**src/bcr_regs.vh**
```
// Register offsets, codes, field values and sizes of the command and return-code block
`ifndef BCR_REGS_VH
`define BCR_REGS_VH

// ==========================================================================
// Register byte offsets
`define BCR_OFS_CMD 12'h000
`define BCR_OFS_WDB 12'h004
`define BCR_OFS_RDB 12'h008
`define BCR_OFS_RC 12'h00c
`define BCR_OFS_STAT 12'h010

// ==========================================================================
// Command codes in the low nibble of the command register
`define BCR_CMD_CANCEL 4'h4
`define BCR_CMD_REPLY 4'h5
`define BCR_CMD_LOCK 4'h6
`define BCR_CMD_RXEN 4'h7

// Parameter of set_receive_enable
`define BCR_RXEN_OFF 8'h00
`define BCR_RXEN_ON 8'h01

// Control bits that ask this unit for data
`define BCR_CTRL_RD_LOCK 4'h3
`define BCR_CTRL_RD 4'h7

// Lock status bytes
`define BCR_LOCK_NO 8'h00
`define BCR_LOCK_YES 8'h01

// ==========================================================================
// Return codes
`define BCR_RC_TX_START 4'h0
`define BCR_RC_TX_DONE 4'h2
`define BCR_RC_TX_SHORT 4'h3
`define BCR_RC_MRX_START 4'h4
`define BCR_RC_MRX_FULL 4'h5
`define BCR_RC_MRX_DONE 4'h6
`define BCR_RC_MRX_SHORT 4'h7
`define BCR_RC_SRX_START 4'h8
`define BCR_RC_SRX_FULL 4'h9
`define BCR_RC_SRX_DONE 4'ha
`define BCR_RC_SRX_SHORT 4'hb

// ==========================================================================
// Event kinds reported by the frame engine on the link
`define BCR_EV_ARB_WON 4'h0
`define BCR_EV_CTRL 4'h1
`define BCR_EV_TX_DONE 4'h2
`define BCR_EV_TX_SHORT 4'h3
`define BCR_EV_ARB_LOST 4'h4
`define BCR_EV_LEN_OK 4'h5
`define BCR_EV_RX_BYTE 4'h6
`define BCR_EV_RX_DONE 4'h7
`define BCR_EV_RX_SHORT 4'h8
`define BCR_EV_TX_FETCH 4'h9

// ==========================================================================
// Sizes, limits and reset values
`define BCR_WDB_DEPTH 3'd4
`define BCR_RDB_DEPTH 5'd20
`define BCR_RDB_LAST 5'd19
`define BCR_ATTEMPTS 2'd3
`define BCR_REPLY_MAX 8'h40
`define BCR_RST_RC 4'h0
`define BCR_RST_RXDIS 1'b0

`endif

```
**src/bcr_top.v**
```verilog
// Command interpreter and return-code reporting of the vehicle-bus controller
//
// Decided for this implementation: the APB register port and the register offsets.
`timescale 1ns/1ps
// Functional notes
// - Cancel clears write buffer and pending reply
// - Load reply answers read control bits 3H/7H
// - First reply parameter is byte count 1..40H; range is not checked here
// - Reply valid until read request, cancel, reset
// - Valid reply drains from write data buffer
// - Reply load accepted even if slave halted
// - Lock command pushes lock status byte
// - Then pushes 12-bit locking unit address
// - Parameter 00H disables reception, empties buffer
// - Parameter 01H enables reception
// - Any other command enables reception
// - Receive enable pops parameter, clears buffer
// - Events post 4-bit code and raise interrupt
// - Code 0000 on arbitration win or on read request while a reply is valid
// - Code 0010 on full transmission in frame
// - Code 0011 on short transmission, three attempts
// - Master rx: 0100 length, 0101 per 20 bytes
// - Master rx ends 0110 or 0111, three attempts
// - Slave rx codes 1000, 1001, 1010, 1011
// - Command nibble in command register, params via buffer
// - New code overwrites the return code register
`include "bcr_regs.vh"

module bcr_top (
	input wire pclk,
	input wire presetn,
	input wire psel,
	input wire penable,
	input wire pwrite,
	input wire [11:0] paddr,
	input wire [31:0] pwdata,
	output reg [31:0] prdata,
	output reg pready,
	output reg pslverr,
	input wire lk_clk,
	input wire lk_evt,
	input wire [3:0] lk_kind,
	input wire lk_role,
	input wire [7:0] lk_data,
	input wire lk_locked,
	input wire [11:0] lk_lock_addr,
	output reg host_interrupt_request,
	output reg rx_disabled,
	output reg reply_valid,
	output reg [7:0] reply_len,
	output reg [7:0] tx_byte,
	output reg tx_byte_valid,
	output reg cancel_stb,
	output reg cmd_stb,
	output reg [3:0] cmd_code
);

	// ======================================================================
	// Lock readout sequencer states
	localparam [3:0] ST_IDLE = 4'b0001;
	localparam [3:0] ST_LK = 4'b0010;
	localparam [3:0] ST_AH = 4'b0100;
	localparam [3:0] ST_AL = 4'b1000;

	integer i;
	integer j;

	// ======================================================================
	// Link input synchroniser
	wire [27:0] lk_in_w;
	reg [27:0] lk_s1_q;
	reg [27:0] lk_s2_q;
	reg lk_prev_q;

	// All link lines pass two flops together so they stay aligned
	assign lk_in_w = {lk_clk, lk_evt, lk_kind, lk_role, lk_data, lk_locked, lk_lock_addr};
	always @(posedge pclk or negedge presetn) begin
		if (!presetn) begin
			lk_s1_q <= 28'h0000000;
			lk_s2_q <= 28'h0000000;
			lk_prev_q <= 1'b0;
		end else begin
			lk_s1_q <= lk_in_w;
			lk_s2_q <= lk_s1_q;
			lk_prev_q <= lk_s2_q[27];
		end
	end

	// Fields of the settled copy; event taken on a rising link edge
	wire ev_fire = lk_s2_q[27] & ~lk_prev_q & lk_s2_q[26];
	wire [3:0] ev_kind = lk_s2_q[25:22];
	wire ev_role = lk_s2_q[21];
	wire [7:0] ev_data = lk_s2_q[20:13];
	wire ev_locked = lk_s2_q[12];
	wire [11:0] ev_lock_addr = lk_s2_q[11:0];

	// ======================================================================
	// State declarations
	reg [7:0] wdb_mem_q [0:3];
	reg [1:0] wdb_rd_q;
	reg [1:0] wdb_wr_q;
	reg [2:0] wdb_cnt_q;
	reg [7:0] rdb_mem_q [0:19];
	reg [4:0] rdb_rd_q;
	reg [4:0] rdb_wr_q;
	reg [4:0] rdb_cnt_q;
	reg [3:0] cmd_q;
	reg [3:0] rc_q;
	reg [3:0] seq_q;
	reg [3:0] seq_d;
	reg lock_q;
	reg [11:0] lock_addr_q;
	reg [1:0] loss_cnt_q;
	reg [4:0] rx_cnt_q;

	// ======================================================================
	// APB decode; zero wait states, effects at the completing edge
	wire apb_setup = psel & ~penable;
	wire apb_done = psel & penable & pready;
	wire wr_done = apb_done & pwrite;
	wire rd_done = apb_done & ~pwrite;
	wire hit_cmd = (paddr == `BCR_OFS_CMD);
	wire hit_wdb = (paddr == `BCR_OFS_WDB);
	wire hit_rdb = (paddr == `BCR_OFS_RDB);
	wire hit_rc = (paddr == `BCR_OFS_RC);
	wire hit_stat = (paddr == `BCR_OFS_STAT);
	wire hit_any = hit_cmd | hit_wdb | hit_rdb | hit_rc | hit_stat;

	wire [7:0] wdb_head = wdb_mem_q[wdb_rd_q];
	wire [7:0] rdb_head = rdb_mem_q[rdb_rd_q];
	wire wdb_empty = (wdb_cnt_q == 3'd0);
	wire rdb_empty = (rdb_cnt_q == 5'd0);
	wire seq_busy = ~seq_q[0];

	// ======================================================================
	// Command decode; commands written while a readout runs are ignored
	wire cmd_fire = wr_done & hit_cmd & ~seq_busy;
	wire [3:0] cmd_w = pwdata[3:0];
	wire cmd_cancel = cmd_fire & (cmd_w == `BCR_CMD_CANCEL);
	wire cmd_reply = cmd_fire & (cmd_w == `BCR_CMD_REPLY);
	wire cmd_lock = cmd_fire & (cmd_w == `BCR_CMD_LOCK);
	wire cmd_rxen = cmd_fire & (cmd_w == `BCR_CMD_RXEN);
	wire cmd_fwd = cmd_fire & (cmd_w[3] | ~cmd_w[2]);

	// ======================================================================
	// Event decode into return codes and buffer actions
	reg post_en;
	reg [3:0] post_code;
	reg ev_push;
	reg loss_inc;
	reg loss_clr;
	reg ev_reply_end;
	reg ev_fetch;
	reg rxc_clr;
	reg rxc_inc;
	// Slave-side reception is dropped while reception is disabled
	wire slave_ok = ~ev_role | ~rx_disabled;

	always @* begin
		post_en = 1'b0;
		post_code = `BCR_RC_TX_START;
		ev_push = 1'b0;
		loss_inc = 1'b0;
		loss_clr = 1'b0;
		ev_reply_end = 1'b0;
		ev_fetch = 1'b0;
		rxc_clr = 1'b0;
		rxc_inc = 1'b0;
		if (ev_fire) begin
			case (ev_kind)
			`BCR_EV_ARB_WON: begin
				post_en = 1'b1;
				post_code = `BCR_RC_TX_START;
				loss_clr = 1'b1;
			end
			`BCR_EV_CTRL: begin
				if (ev_role && (ev_data[3:0] == `BCR_CTRL_RD_LOCK ||
					ev_data[3:0] == `BCR_CTRL_RD)) begin
					ev_reply_end = 1'b1;
					if (reply_valid) begin
						post_en = 1'b1;
						post_code = `BCR_RC_TX_START;
					end
				end
			end
			`BCR_EV_TX_DONE: begin
				post_en = 1'b1;
				post_code = `BCR_RC_TX_DONE;
				loss_clr = 1'b1;
			end
			`BCR_EV_TX_SHORT: begin
				post_en = 1'b1;
				post_code = `BCR_RC_TX_SHORT;
				loss_clr = 1'b1;
			end
			`BCR_EV_ARB_LOST: begin
				// Only the loss of the last attempt ends the request
				if (loss_cnt_q == (`BCR_ATTEMPTS - 2'd1)) begin
					post_en = 1'b1;
					post_code = ev_data[0] ? `BCR_RC_MRX_SHORT : `BCR_RC_TX_SHORT;
					loss_clr = 1'b1;
				end else begin
					loss_inc = 1'b1;
				end
			end
			`BCR_EV_LEN_OK: begin
				if (slave_ok) begin
					post_en = 1'b1;
					post_code = ev_role ? `BCR_RC_SRX_START : `BCR_RC_MRX_START;
					rxc_clr = 1'b1;
					loss_clr = 1'b1;
				end
			end
			`BCR_EV_RX_BYTE: begin
				if (slave_ok) begin
					ev_push = 1'b1;
					// Every twentieth byte asks the host to drain
					if (rx_cnt_q == `BCR_RDB_LAST) begin
						post_en = 1'b1;
						post_code = ev_role ? `BCR_RC_SRX_FULL : `BCR_RC_MRX_FULL;
						rxc_clr = 1'b1;
					end else begin
						rxc_inc = 1'b1;
					end
				end
			end
			`BCR_EV_RX_DONE: begin
				if (slave_ok) begin
					post_en = 1'b1;
					post_code = ev_role ? `BCR_RC_SRX_DONE : `BCR_RC_MRX_DONE;
				end
			end
			`BCR_EV_RX_SHORT: begin
				if (slave_ok) begin
					post_en = 1'b1;
					post_code = ev_role ? `BCR_RC_SRX_SHORT : `BCR_RC_MRX_SHORT;
				end
			end
			`BCR_EV_TX_FETCH: begin
				ev_fetch = 1'b1;
			end
			default: begin
			end
			endcase
		end
	end

	// ======================================================================
	// Lock readout sequencer: status byte, then address high, then low
	reg seq_push;
	reg [7:0] seq_byte;
	always @* begin
		seq_d = seq_q;
		seq_push = 1'b0;
		seq_byte = `BCR_LOCK_NO;
		case (seq_q)
		ST_IDLE: begin
			if (cmd_lock)
				seq_d = ST_LK;
		end
		ST_LK: begin
			seq_push = 1'b1;
			seq_byte = lock_q ? `BCR_LOCK_YES : `BCR_LOCK_NO;
			seq_d = ST_AH;
		end
		ST_AH: begin
			seq_push = 1'b1;
			seq_byte = {4'h0, lock_addr_q[11:8]};
			seq_d = ST_AL;
		end
		ST_AL: begin
			seq_push = 1'b1;
			seq_byte = lock_addr_q[7:0];
			seq_d = ST_IDLE;
		end
		default: begin
			seq_d = ST_IDLE;
		end
		endcase
	end

	// ======================================================================
	// Buffer control terms
	wire wdb_push = wr_done & hit_wdb & (wdb_cnt_q != `BCR_WDB_DEPTH);
	wire fetch_ok = ev_fetch & reply_valid & ~wdb_empty;
	wire wdb_pop = (cmd_reply | fetch_ok) & ~wdb_empty;
	wire wdb_clear = cmd_cancel | cmd_rxen;
	wire rxen_off = cmd_rxen & (wdb_head == `BCR_RXEN_OFF);
	wire rxen_on = cmd_rxen & (wdb_head == `BCR_RXEN_ON);
	wire rdb_push = (seq_push | ev_push) & (rdb_cnt_q != `BCR_RDB_DEPTH);
	wire [7:0] rdb_byte = seq_push ? seq_byte : ev_data;
	wire rdb_pop = rd_done & hit_rdb & ~rdb_empty;
	wire [4:0] rdb_wr_nx = (rdb_wr_q == `BCR_RDB_LAST) ? 5'd0 : rdb_wr_q + 5'd1;
	wire [4:0] rdb_rd_nx = (rdb_rd_q == `BCR_RDB_LAST) ? 5'd0 : rdb_rd_q + 5'd1;

	// ======================================================================
	// Write data buffer; a full buffer drops host writes
	always @(posedge pclk or negedge presetn) begin
		if (!presetn) begin
			for (i = 0; i < 4; i = i + 1)
				wdb_mem_q[i] <= 8'h00;
			wdb_rd_q <= 2'd0;
			wdb_wr_q <= 2'd0;
			wdb_cnt_q <= 3'd0;
		end else if (wdb_clear) begin
			wdb_rd_q <= 2'd0;
			wdb_wr_q <= 2'd0;
			wdb_cnt_q <= 3'd0;
		end else begin
			if (wdb_push) begin
				wdb_mem_q[wdb_wr_q] <= pwdata[7:0];
				wdb_wr_q <= wdb_wr_q + 2'd1;
			end
			if (wdb_pop)
				wdb_rd_q <= wdb_rd_q + 2'd1;
			if (wdb_push && !wdb_pop)
				wdb_cnt_q <= wdb_cnt_q + 3'd1;
			else if (!wdb_push && wdb_pop)
				wdb_cnt_q <= wdb_cnt_q - 3'd1;
		end
	end

	// ======================================================================
	// Read data buffer; disabling reception empties it at once
	always @(posedge pclk or negedge presetn) begin
		if (!presetn) begin
			for (j = 0; j < 20; j = j + 1)
				rdb_mem_q[j] <= 8'h00;
			rdb_rd_q <= 5'd0;
			rdb_wr_q <= 5'd0;
			rdb_cnt_q <= 5'd0;
		end else if (rxen_off) begin
			rdb_rd_q <= 5'd0;
			rdb_wr_q <= 5'd0;
			rdb_cnt_q <= 5'd0;
		end else begin
			if (rdb_push) begin
				rdb_mem_q[rdb_wr_q] <= rdb_byte;
				rdb_wr_q <= rdb_wr_nx;
			end
			if (rdb_pop)
				rdb_rd_q <= rdb_rd_nx;
			if (rdb_push && !rdb_pop)
				rdb_cnt_q <= rdb_cnt_q + 5'd1;
			else if (!rdb_push && rdb_pop)
				rdb_cnt_q <= rdb_cnt_q - 5'd1;
		end
	end

	// ======================================================================
	// Command state, reply state, counters and return code
	always @(posedge pclk or negedge presetn) begin
		if (!presetn) begin
			cmd_q <= 4'h0;
			seq_q <= ST_IDLE;
			lock_q <= 1'b0;
			lock_addr_q <= 12'h000;
			rx_disabled <= `BCR_RST_RXDIS;
			reply_valid <= 1'b0;
			reply_len <= 8'h00;
			loss_cnt_q <= 2'd0;
			rx_cnt_q <= 5'd0;
			rc_q <= `BCR_RST_RC;
			host_interrupt_request <= 1'b0;
			tx_byte <= 8'h00;
			tx_byte_valid <= 1'b0;
			cancel_stb <= 1'b0;
			cmd_stb <= 1'b0;
			cmd_code <= 4'h0;
		end else begin
			seq_q <= seq_d;
			if (cmd_fire)
				cmd_q <= cmd_w;
			// Snapshot so the three bytes describe one instant
			if (cmd_lock) begin
				lock_q <= ev_locked;
				lock_addr_q <= ev_lock_addr;
			end
			if (rxen_off)
				rx_disabled <= 1'b1;
			else if (rxen_on || (cmd_fire && !cmd_rxen))
				rx_disabled <= 1'b0;
			// A new load in the same cycle as a read request survives
			if (cmd_reply) begin
				reply_valid <= 1'b1;
				reply_len <= wdb_head;
			end else if (cmd_cancel || ev_reply_end) begin
				reply_valid <= 1'b0;
			end
			if (loss_clr || cmd_cancel || cmd_fwd)
				loss_cnt_q <= 2'd0;
			else if (loss_inc)
				loss_cnt_q <= loss_cnt_q + 2'd1;
			if (rxc_clr)
				rx_cnt_q <= 5'd0;
			else if (rxc_inc)
				rx_cnt_q <= rx_cnt_q + 5'd1;
			if (post_en)
				rc_q <= post_code;
			// Posting wins over a clearing read in the same cycle
			if (post_en)
				host_interrupt_request <= 1'b1;
			else if (rd_done && hit_rc)
				host_interrupt_request <= 1'b0;
			tx_byte_valid <= fetch_ok;
			if (fetch_ok)
				tx_byte <= wdb_head;
			cancel_stb <= cmd_cancel;
			cmd_stb <= cmd_fwd;
			if (cmd_fwd)
				cmd_code <= cmd_w;
		end
	end

	// ======================================================================
	// APB answer, registered in the setup cycle
	reg [31:0] prdata_d;
	always @* begin
		prdata_d = 32'h00000000;
		if (hit_cmd)
			prdata_d = {28'h0000000, cmd_q};
		else if (hit_wdb)
			prdata_d = {29'h00000000, wdb_cnt_q};
		else if (hit_rdb)
			prdata_d = {24'h000000, rdb_empty ? 8'h00 : rdb_head};
		else if (hit_rc)
			prdata_d = {23'h000000, host_interrupt_request, 4'h0, rc_q};
		else if (hit_stat)
			prdata_d = {19'h00000, rdb_cnt_q, seq_busy, wdb_cnt_q, 2'b00,
				rx_disabled, reply_valid};
	end

	always @(posedge pclk or negedge presetn) begin
		if (!presetn) begin
			prdata <= 32'h00000000;
			pready <= 1'b0;
			pslverr <= 1'b0;
		end else if (apb_setup) begin
			prdata <= prdata_d;
			pready <= 1'b1;
			pslverr <= ~hit_any;
		end else begin
			pready <= 1'b0;
			pslverr <= 1'b0;
		end
	end

endmodule // bcr_top

```
**config.mk**
```make
export PLATFORM = sky130hd
export DESIGN_NAME = bcr_top
export DESIGN_NICKNAME = d
export VERILOG_FILES = /design/src/bcr_top.v
export VERILOG_INCLUDE_DIRS = /design/src /design/src/src
export SDC_FILE = /design/constraint.sdc
export NUM_CORES = 1
export LEC_CHECK = 0
export ABC_AREA = 0
export BUFFER_PORTS_ARGS = -buffer_cell sky130_fd_sc_hd__buf_4
export CAP_MARGIN = 25
export CORE_MARGIN = 5
export CORE_UTILIZATION = 46
export CTS_CLUSTER_DIAMETER = 40
export DETAILED_ROUTE_END_ITERATION = 12
export RECOVER_POWER = 25
export SLEW_MARGIN = 20
export SYNTH_ARGS = -nofsm -noshare
export SYNTH_HDL_FRONTEND = slang
export SYNTH_SLANG_ARGS = --single-unit
```
**constraint.sdc**
```tcl
create_clock -name pclk -period 7.04 [get_ports pclk]
set_input_delay 0.704 -clock pclk [delete_from_list [all_inputs] [get_ports pclk]]
set_output_delay 0.704 -clock pclk [all_outputs]
set_load 0.02 [all_outputs]
```
==> impl_metrics.sql, run 1 <==
INSERT INTO impl_metrics (metric_group, metric, value, unit) VALUES
('global_routing', 'antenna_violations_before_repair', '0', ''),
('place', 'dp.final_hpwl', '22.8', 'mm'),
('pwr', 'ratio_of_total_power_to_cell_area', '265', 'mW/mm2'),
('yosys', 'syn-mean-instance-area', '13.6', 'um2'),
('yosys', 'synth_xor_xnor_area_share', '0.00895', ''),
('global_routing', 'use_met1', '0.271', ''),
('yosys', 'postSynthRegisterBits', '344', ''),
('global_routing', 'first_pass_grt_wire_length', '56.1', 'mm'),
('sta', 'finalMaxSlewViolations', '61', ''),
('global_routing', 'gr-usage-met3', '0.0348', ''),
('clocking', 'tritoncts_clock_tree', 'done', ''),
('floorplan', 'die_height', '194', 'um'),
('finish', 'fin_util', '0.546', ''),
('routing', 'drt.antenna.violating_nets', '0', ''),
('place', 'placed_area', '0.0166', 'mm2'),
('floorplan', 'initial_utilization', '0.467', ''),
('yosys', 'synth_compound_gate_area_share', '0.0465', ''),
('place', 'portBuffers', '93', ''),
('floorplan', 'rows', '67', ''),
('worst_setup_path', 'worstSetupStartpointType', 'primary input', ''),
('sta', 'setup_viol', '0', ''),
('run_status', 'violations', 'capacitance limit, slew limit', ''),
('pwr', 'clock_power_share', '0.514', ''),
('clocking', 'ctsHoldBuffers', '0', ''),
('clocking', 'clock_path_buffers', '3', ''),
('global_routing', 'gr-max-usage-layer', 'met2', ''),
('yosys', 'async_reset_ff_frac', '1.00', ''),
('job', 'max-cap-violations', '1', ''),
('pwr', 'power.switching_fraction', '0.233', ''),
('clocking', 'clock_tree.root_cell', 'clkbuf_16', ''),
('worst_setup_path', 'crit_path_frequent_cell', 'clkbuf_1', ''),
('place', 'gp_routability_congestion', '0.827', ''),
('clocking', 'number_of_h_tree_branching_levels', '2', ''),
('yosys', 'main_combinational_cell_family_by_area_after_synthesis', 'multiplexers', ''),
('yosys', 'ys_types', '67', ''),
('sta', 'unrepaired_setup_endpoints_after_global_routing', 'no', ''),
('finish', 'multi_input_area', '0.00657', 'mm2'),
('yosys', 'synthMuxAreaShare', '0.255', ''),
('clocking', 'cts_post_setup_buffers_inserted', '0', ''),
('floorplan', 'dieWidth', '194', 'um'),
('yosys', 'dominantRegCellSynth', 'dfrtp_1', ''),
('sta', 'worst_slew_margin_rel', '-1.10', ''),
('sta', 'clock_skew', '0.0227', 'ns'),
('routing', 'routed_via_density', '5.52', ''),
('routing', 'vias', '9484', ''),
('finish', 'antenna_cells_inserted', '0', ''),
('pwr', 'p_comb_frac', '0.055', ''),
('yosys', 'synth_area', '0.0157', 'mm2'),
('finish', 'final.fill_count', '2822', ''),
('sta', 'totalNegativeSetupSlack', '0', 'ns'),
('sta', 'final.min_clock_period', '4.28', 'ns'),
('floorplan', 'number_of_placed_i_o_pins', '137', ''),
('routing', 'post-route-drc-count', '0', ''),
('routing', 'first_pass_iters', '5', ''),
('global_routing', 'track_usage', '0.184', ''),
('run_status', 'run_status', 'finished with violations', ''),
('routing', 'dr.first_iter.drc_count', '611', ''),
('global_routing', 'largest_net_degree_at_the_start_of_global_routing', '173', ''),
('pwr', 'ir_worst_vdd', '0.000206', 'V'),
('clocking', 'path_clk_slew', '0.05', 'ns'),
('sta', 'timing.final.ws_setup', '2.76', 'ns'),
('floorplan', 'core-area', '0.0335', 'mm2'),
('worst_setup_path', 'timing.reg2reg.setup_slack', '3.32', 'ns'),
('sta', 'final_min_period_over_clock_period', '0.608', ''),
('global_routing', 'gr-total-overflow', '0', ''),
('worst_setup_path', 'timing.critical_path.from', 'presetn', ''),
('routing', 'avgRoutedWirePerCell', '20.1', 'um'),
('finish', 'layout.nets', '1328', ''),
('yosys', 'yosysWarningCount', '0', ''),
('yosys', 'number_of_enable_flip_flop_cells_after_synthesis', '0', ''),
('finish', 'register_area', '0.00861', 'mm2');
[flip-flops by register name (all words and copies together) (netlist names), 5 cells and up]
register / flops
rdb_mem_q: 160
wdb_mem_q: 32
lk_s1_q: 28
lk_s2_q: 28
prdata: 13
lock_addr_q: 12
reply_len: 8
tx_byte: 8
rdb_cnt_q: 5
rdb_rd_q: 5
rdb_wr_q: 5
rx_cnt_q: 5
[layout by cell type (no fill, tap or decap), types with 7 or more instances in the layout]
master	count
a21oi_1	29
a22o_1	8
and3_1	13
buf_4	73
clkbuf_16	49
clkbuf_4	28
clkbuf_8	7
conb_1	19
dfrtp_1	342
ha_1	14
inv_1	19
inv_6	9
mux2_2	172
mux2_4	56
mux2i_1	23
mux4_2	44
nand2_1	65
nand2b_1	11
nand3_1	21
nand3_2	12
nand3b_1	7
nand4_1	13
nor2_1	55
nor2b_1	12
nor3_1	18
o21ai_0	25
xnor2_1	10
[per-stage QoR]
step	cells	power [mW]	hold WS [ns]
after floorplan	1166	2.28	0.331
after global placement	1632	2.39	0.331
after detailed placement	1632	2.39	0.335
after CTS	1718	4.90	0.219
after global routing	1719	5.03	0.257
final	1719	4.84	0.191
[power groups by stage]
stage	sequential, mW	clock [mW]	combinational, mW
2_1_floorplan	2.10	0	0.182
3_5_place_dp	2.12	0	0.269
3_3_place_gp	2.12	0	0.264
6_report	2.09	2.49	0.265
5_1_grt	2.10	2.63	0.303
4_1_cts	2.09	2.54	0.271
[cells by family after synthesis]
logic type	Yosys count
compound gates	110
xor+xnor	16
fa+ha+maj	16
buf+inv	106
flops	344
mux	295
other cells	1
simple gates	260
[cells in the mapped netlist (10+ instances only)]
| master | n | area, um2 |
|---|---|---|
| dfrtp_1 | 343 | 8580 |
| mux2_2 | 172 | 1940 |
| nand2_1 | 65 | 244 |
| mux2_4 | 56 | 841 |
| nor2_1 | 55 | 206 |
| clkbuf_1 | 51 | 191 |
| mux4_2 | 44 | 991 |
| a21oi_1 | 29 | 145 |
| o21ai_0 | 25 | 125 |
| mux2i_1 | 23 | 230 |
| buf_4 | 21 | 158 |
| nand3_1 | 21 | 105 |
| inv_1 | 19 | 71.3 |
| nor3_1 | 19 | 95.1 |
| ha_1 | 14 | 175 |
| and3_1 | 13 | 81.3 |
| nand4_1 | 13 | 81.3 |
| nand3_2 | 12 | 120 |
| nor2b_1 | 12 | 75.1 |
| nand2b_1 | 11 | 68.8 |
| xnor2_1 | 10 | 87.6 |
[area by class of cell]
type | count | area share
clock buffer | 60 | 0.0731
clock inverter | 26 | 0.0189
multi-input combinational | 716 | 0.359
timing repair buffer | 105 | 0.0438
inverter | 20 | 0.00410
tap | 448 | 0.0306
sequential | 344 | 0.471
[worst paths after layout]
| check | to | cells past startpoint |
|---|---|---|
| max | rdb_mem_q[156] | 3 |
| max reg2reg | rdb_mem_q[138] | 6 |
| min in group pclk | lk_s1_q[11] | 1 |
| max in group pclk | rdb_mem_q[138] | 6 |
| min reg2reg | lk_s2_q[4] | 0 |
| min | reply_len[7] | 1 |
[worst reg2reg max path, stage by stage (launching register included)]
cell	delay (ns)
dfrtp_1	0.71
mux4_2	0.63
or4_4	0.57
nor4_4	0.35
a31oi_4	0.38
and3_1	0.56
mux2_4	0.40
[per-layer routing]
metal,vias to the layer above,share of wire
met2,216,0.46
met5,-,0
met4,0,0.018
met3,50,0.050
li1,4300,-
met1,4918,0.47
Note: power is estimated with default switching activity, not from simulation.
==> inputs of run 2 (changes only) <==
==> constraint.sdc (replaced) <==
create_clock -name pclk -period 4.15 [get_ports pclk]
set_input_delay 0.415 -clock pclk [delete_from_list [all_inputs] [get_ports pclk]]
set_output_delay 0.415 -clock pclk [all_outputs]
set_load 0.02 [all_outputs]
==> run 2 against run 1 <==
  * The flow still finishes with violations (capacitance limit, slew limit)
  * Critical path type is now register to register
  * Total power grew 70%
  * Non-clock buffer count rose by 44
  * Sequential share of layout area is 1.1 points lower
  * Routed wire length up 2.8%
  * Largest power group unchanged
  * Sequential power increased by 69%
  * Cell area increased by 2.3%
  * Worst hold slack got worse by 0.062 ns
  * Global-route usage increased by 0.38 points
==> impl_metrics.sql, run 2 (synthesis gave the netlist of run 1 again) <==
INSERT INTO impl_metrics (metric_group, metric, value, unit) VALUES
('worst_setup_path', 'crit_type', 'register to register', ''),
('finish', 'layout_top_registers', 'rdb_mem_q: 160 flops, wdb_mem_q: 32 flops', ''),
('sta', 'timing.final.ws_setup', '0.628', 'ns'),
('global_routing', 'gr-total-overflow', '0', ''),
('job', 'max-cap-violations', '1', ''),
('sta', 'max_slew.worst_pin.slew', '2.94', 'ns'),
('run_status', 'run_status', 'finished with violations', ''),
('pwr', 'ratio_of_total_power_to_cell_area', '440', 'mW/mm2'),
('sta', 'clock_skew', '0.0196', 'ns'),
('finish', 'layout.nets', '1371', ''),
('finish', 'antenna_cells_inserted', '0', ''),
('worst_setup_path', 'cp_max_fo', '19', ''),
('sta', 'setup_viol', '0', ''),
('global_routing', 'first_global_vias', '10100', ''),
('routing', 'vias', '9697', ''),
('clocking', 'number_of_h_tree_branching_levels', '2', ''),
('sta', 'final_min_period_over_clock_period', '0.849', ''),
('clocking', 'clock_path_buffers', '3', ''),
('floorplan', 'core-area', '0.0335', 'mm2'),
('pwr', 'leakage', '8.91', 'nW'),
('floorplan', 'rows', '67', ''),
('clocking', 'clock_sink_count', '344', ''),
('routing', 'dr.first_iter.drc_count', '711', ''),
('floorplan', 'die_height', '194', 'um'),
('routing', 'routed_wl', '35.4', 'mm'),
('clocking', 'cts-buffers-inserted', '47', ''),
('finish', 'layout.cells.most_common', 'dfrtp_1', ''),
('place', 'portBuffers', '93', ''),
('clocking', 'path_clk_slew', '0.05', 'ns'),
('floorplan', 'number_of_placed_i_o_pins', '137', ''),
('clocking', 'clk_latency', '0.55', 'ns'),
('sta', 'hold_viol', '0', ''),
('routing', 'avgRoutedWirePerCell', '20.1', 'um'),
('worst_setup_path', 'worst-endpoint-required', '4.57', 'ns'),
('finish', 'largest-register', 'rdb_mem_q', ''),
('sta', 'worst_slew_margin_rel', '-0.961', ''),
('sta', 'finalMaxSlewViolations', '113', ''),
('place', 'dp.final_hpwl', '24.0', 'mm'),
('sta', 'totalNegativeSetupSlack', '0', 'ns'),
('routing', 'first_pass_iters', '5', ''),
('finish', 'post_route_cells_drive_above_1_share', '0.377', ''),
('routing', 'post-route-drc-count', '0', ''),
('global_routing', 'antenna_violations_before_repair', '0', ''),
('run_status', 'violations', 'capacitance limit, slew limit', ''),
('worst_setup_path', 'worst-endpoint-arrival', '3.94', 'ns'),
('worst_setup_path', 'cp-end-kind', 'register', ''),
('place', 'worst_slack_at_placement', '0.644', 'ns'),
('clocking', 'clock_tree.root_cell', 'clkbuf_16', ''),
('worst_setup_path', 'worstSetupStartpointType', 'register', ''),
('global_routing', 'largest_net_degree_at_the_start_of_global_routing', '115', ''),
('routing', 'routed_via_density', '5.49', ''),
('floorplan', 'dieWidth', '194', 'um'),
('global_routing', 'track_usage', '0.188', ''),
('finish', 'mostFrequentLayoutCells', 'dfrtp_1, mux2_2, buf_4', ''),
('routing', 'drt.antenna.violating_nets', '0', ''),
('min_path', 'min_path_type', 'primary input to register', ''),
('sta', 'max_freq', '284', 'MHz'),
('sta', 'unrepaired_setup_endpoints_after_global_routing', 'no', ''),
('floorplan', 'initial_utilization', '0.467', ''),
('sta', 'final.min_clock_period', '3.52', 'ns'),
('place', 'gp_routability_congestion', '0.847', ''),
('global_routing', 'first_pass_grt_wire_length', '57.2', 'mm'),
('sta', 'hold_slack', '0.129', 'ns'),
('finish', 'flip_flop_count_of_the_largest_register_after_layout', '160', ''),
('clocking', 'cts_post_setup_buffers_inserted', '0', ''),
('clocking', 'tritoncts_clock_tree', 'done', ''),
('floorplan', 'die-area', '0.0378', 'mm2'),
('finish', 'area_growth_syn_to_layout', '19.6', '%'),
('pwr', 'ir_worst_vdd', '0.000273', 'V'),
('finish', 'final.fill_count', '2771', '');
[run 2: repair_timing]
item,CTS,global route
endpoints found under the hold margin,93,0
hold buffers,29,0
endpoints found under the setup margin,0,0
resized for setup,0,0
[run 2: area by class of cell]
class	instances	area, um2	share of cell area
flip-flops and latches	344	8610	0.460
multi-input cells	716	6570	0.351
clock buffers	59	1300	0.0696
repair buffers	149	1220	0.0653
well taps	448	561	0.0299
clock inverters	29	378	0.0202
inverters	20	75.1	0.00401
[run 2: worst paths after layout]
path	from	end	slack (ns)	cells past startpoint
min	pwdata[6]	wdb_mem_q[22]	0.13	2
max reg2reg	wdb_rd_q[0]	rdb_mem_q[140]	0.63	6
min reg2reg	lk_s1_q[23]	lk_s2_q[23]	0.34	0
max	wdb_rd_q[0]	rdb_mem_q[140]	0.63	6
max in group asynchronous	presetn	lk_s2_q[6]	1.02	4
min in group asynchronous	presetn	reply_len[5]	1.36	2
[run 2: power by group]
part	internal, mW	switching, mW
Clock	2.68	1.52
Sequential	3.44	0.100
Combinational	0.198	0.296
[run 2: per-stage QoR]
step,area (um2),total power [mW],utilization,instances
3_3_place_gp,16800,4.06,0.500,1648
5_1_grt,18700,8.56,0.558,1765
4_1_cts,18700,8.34,0.559,1765
3_5_place_dp,16800,4.08,0.500,1648
6_report,18700,8.24,0.558,1765
2_1_floorplan,15700,3.86,-,1166
[run 2: worst max-delay path, cell delays in order (launching register included)]
cell	delay, ns
dfrtp_1	0.59
mux4_2	0.60
or4_4	0.56
nor4_4	0.33
a31oi_4	0.38
and3_1	0.52
mux2_4	0.37
[run 2: metal layers]
layer / global-route usage / vias up / share of wire
li1: - / 4402 / -
met1: 0.278 / 5013 / 0.47
met2: 0.290 / 231 / 0.46
met3: 0.0319 / 51 / 0.048
met4: 0.0479 / 0 / 0.020
met5: 0 / - / 0
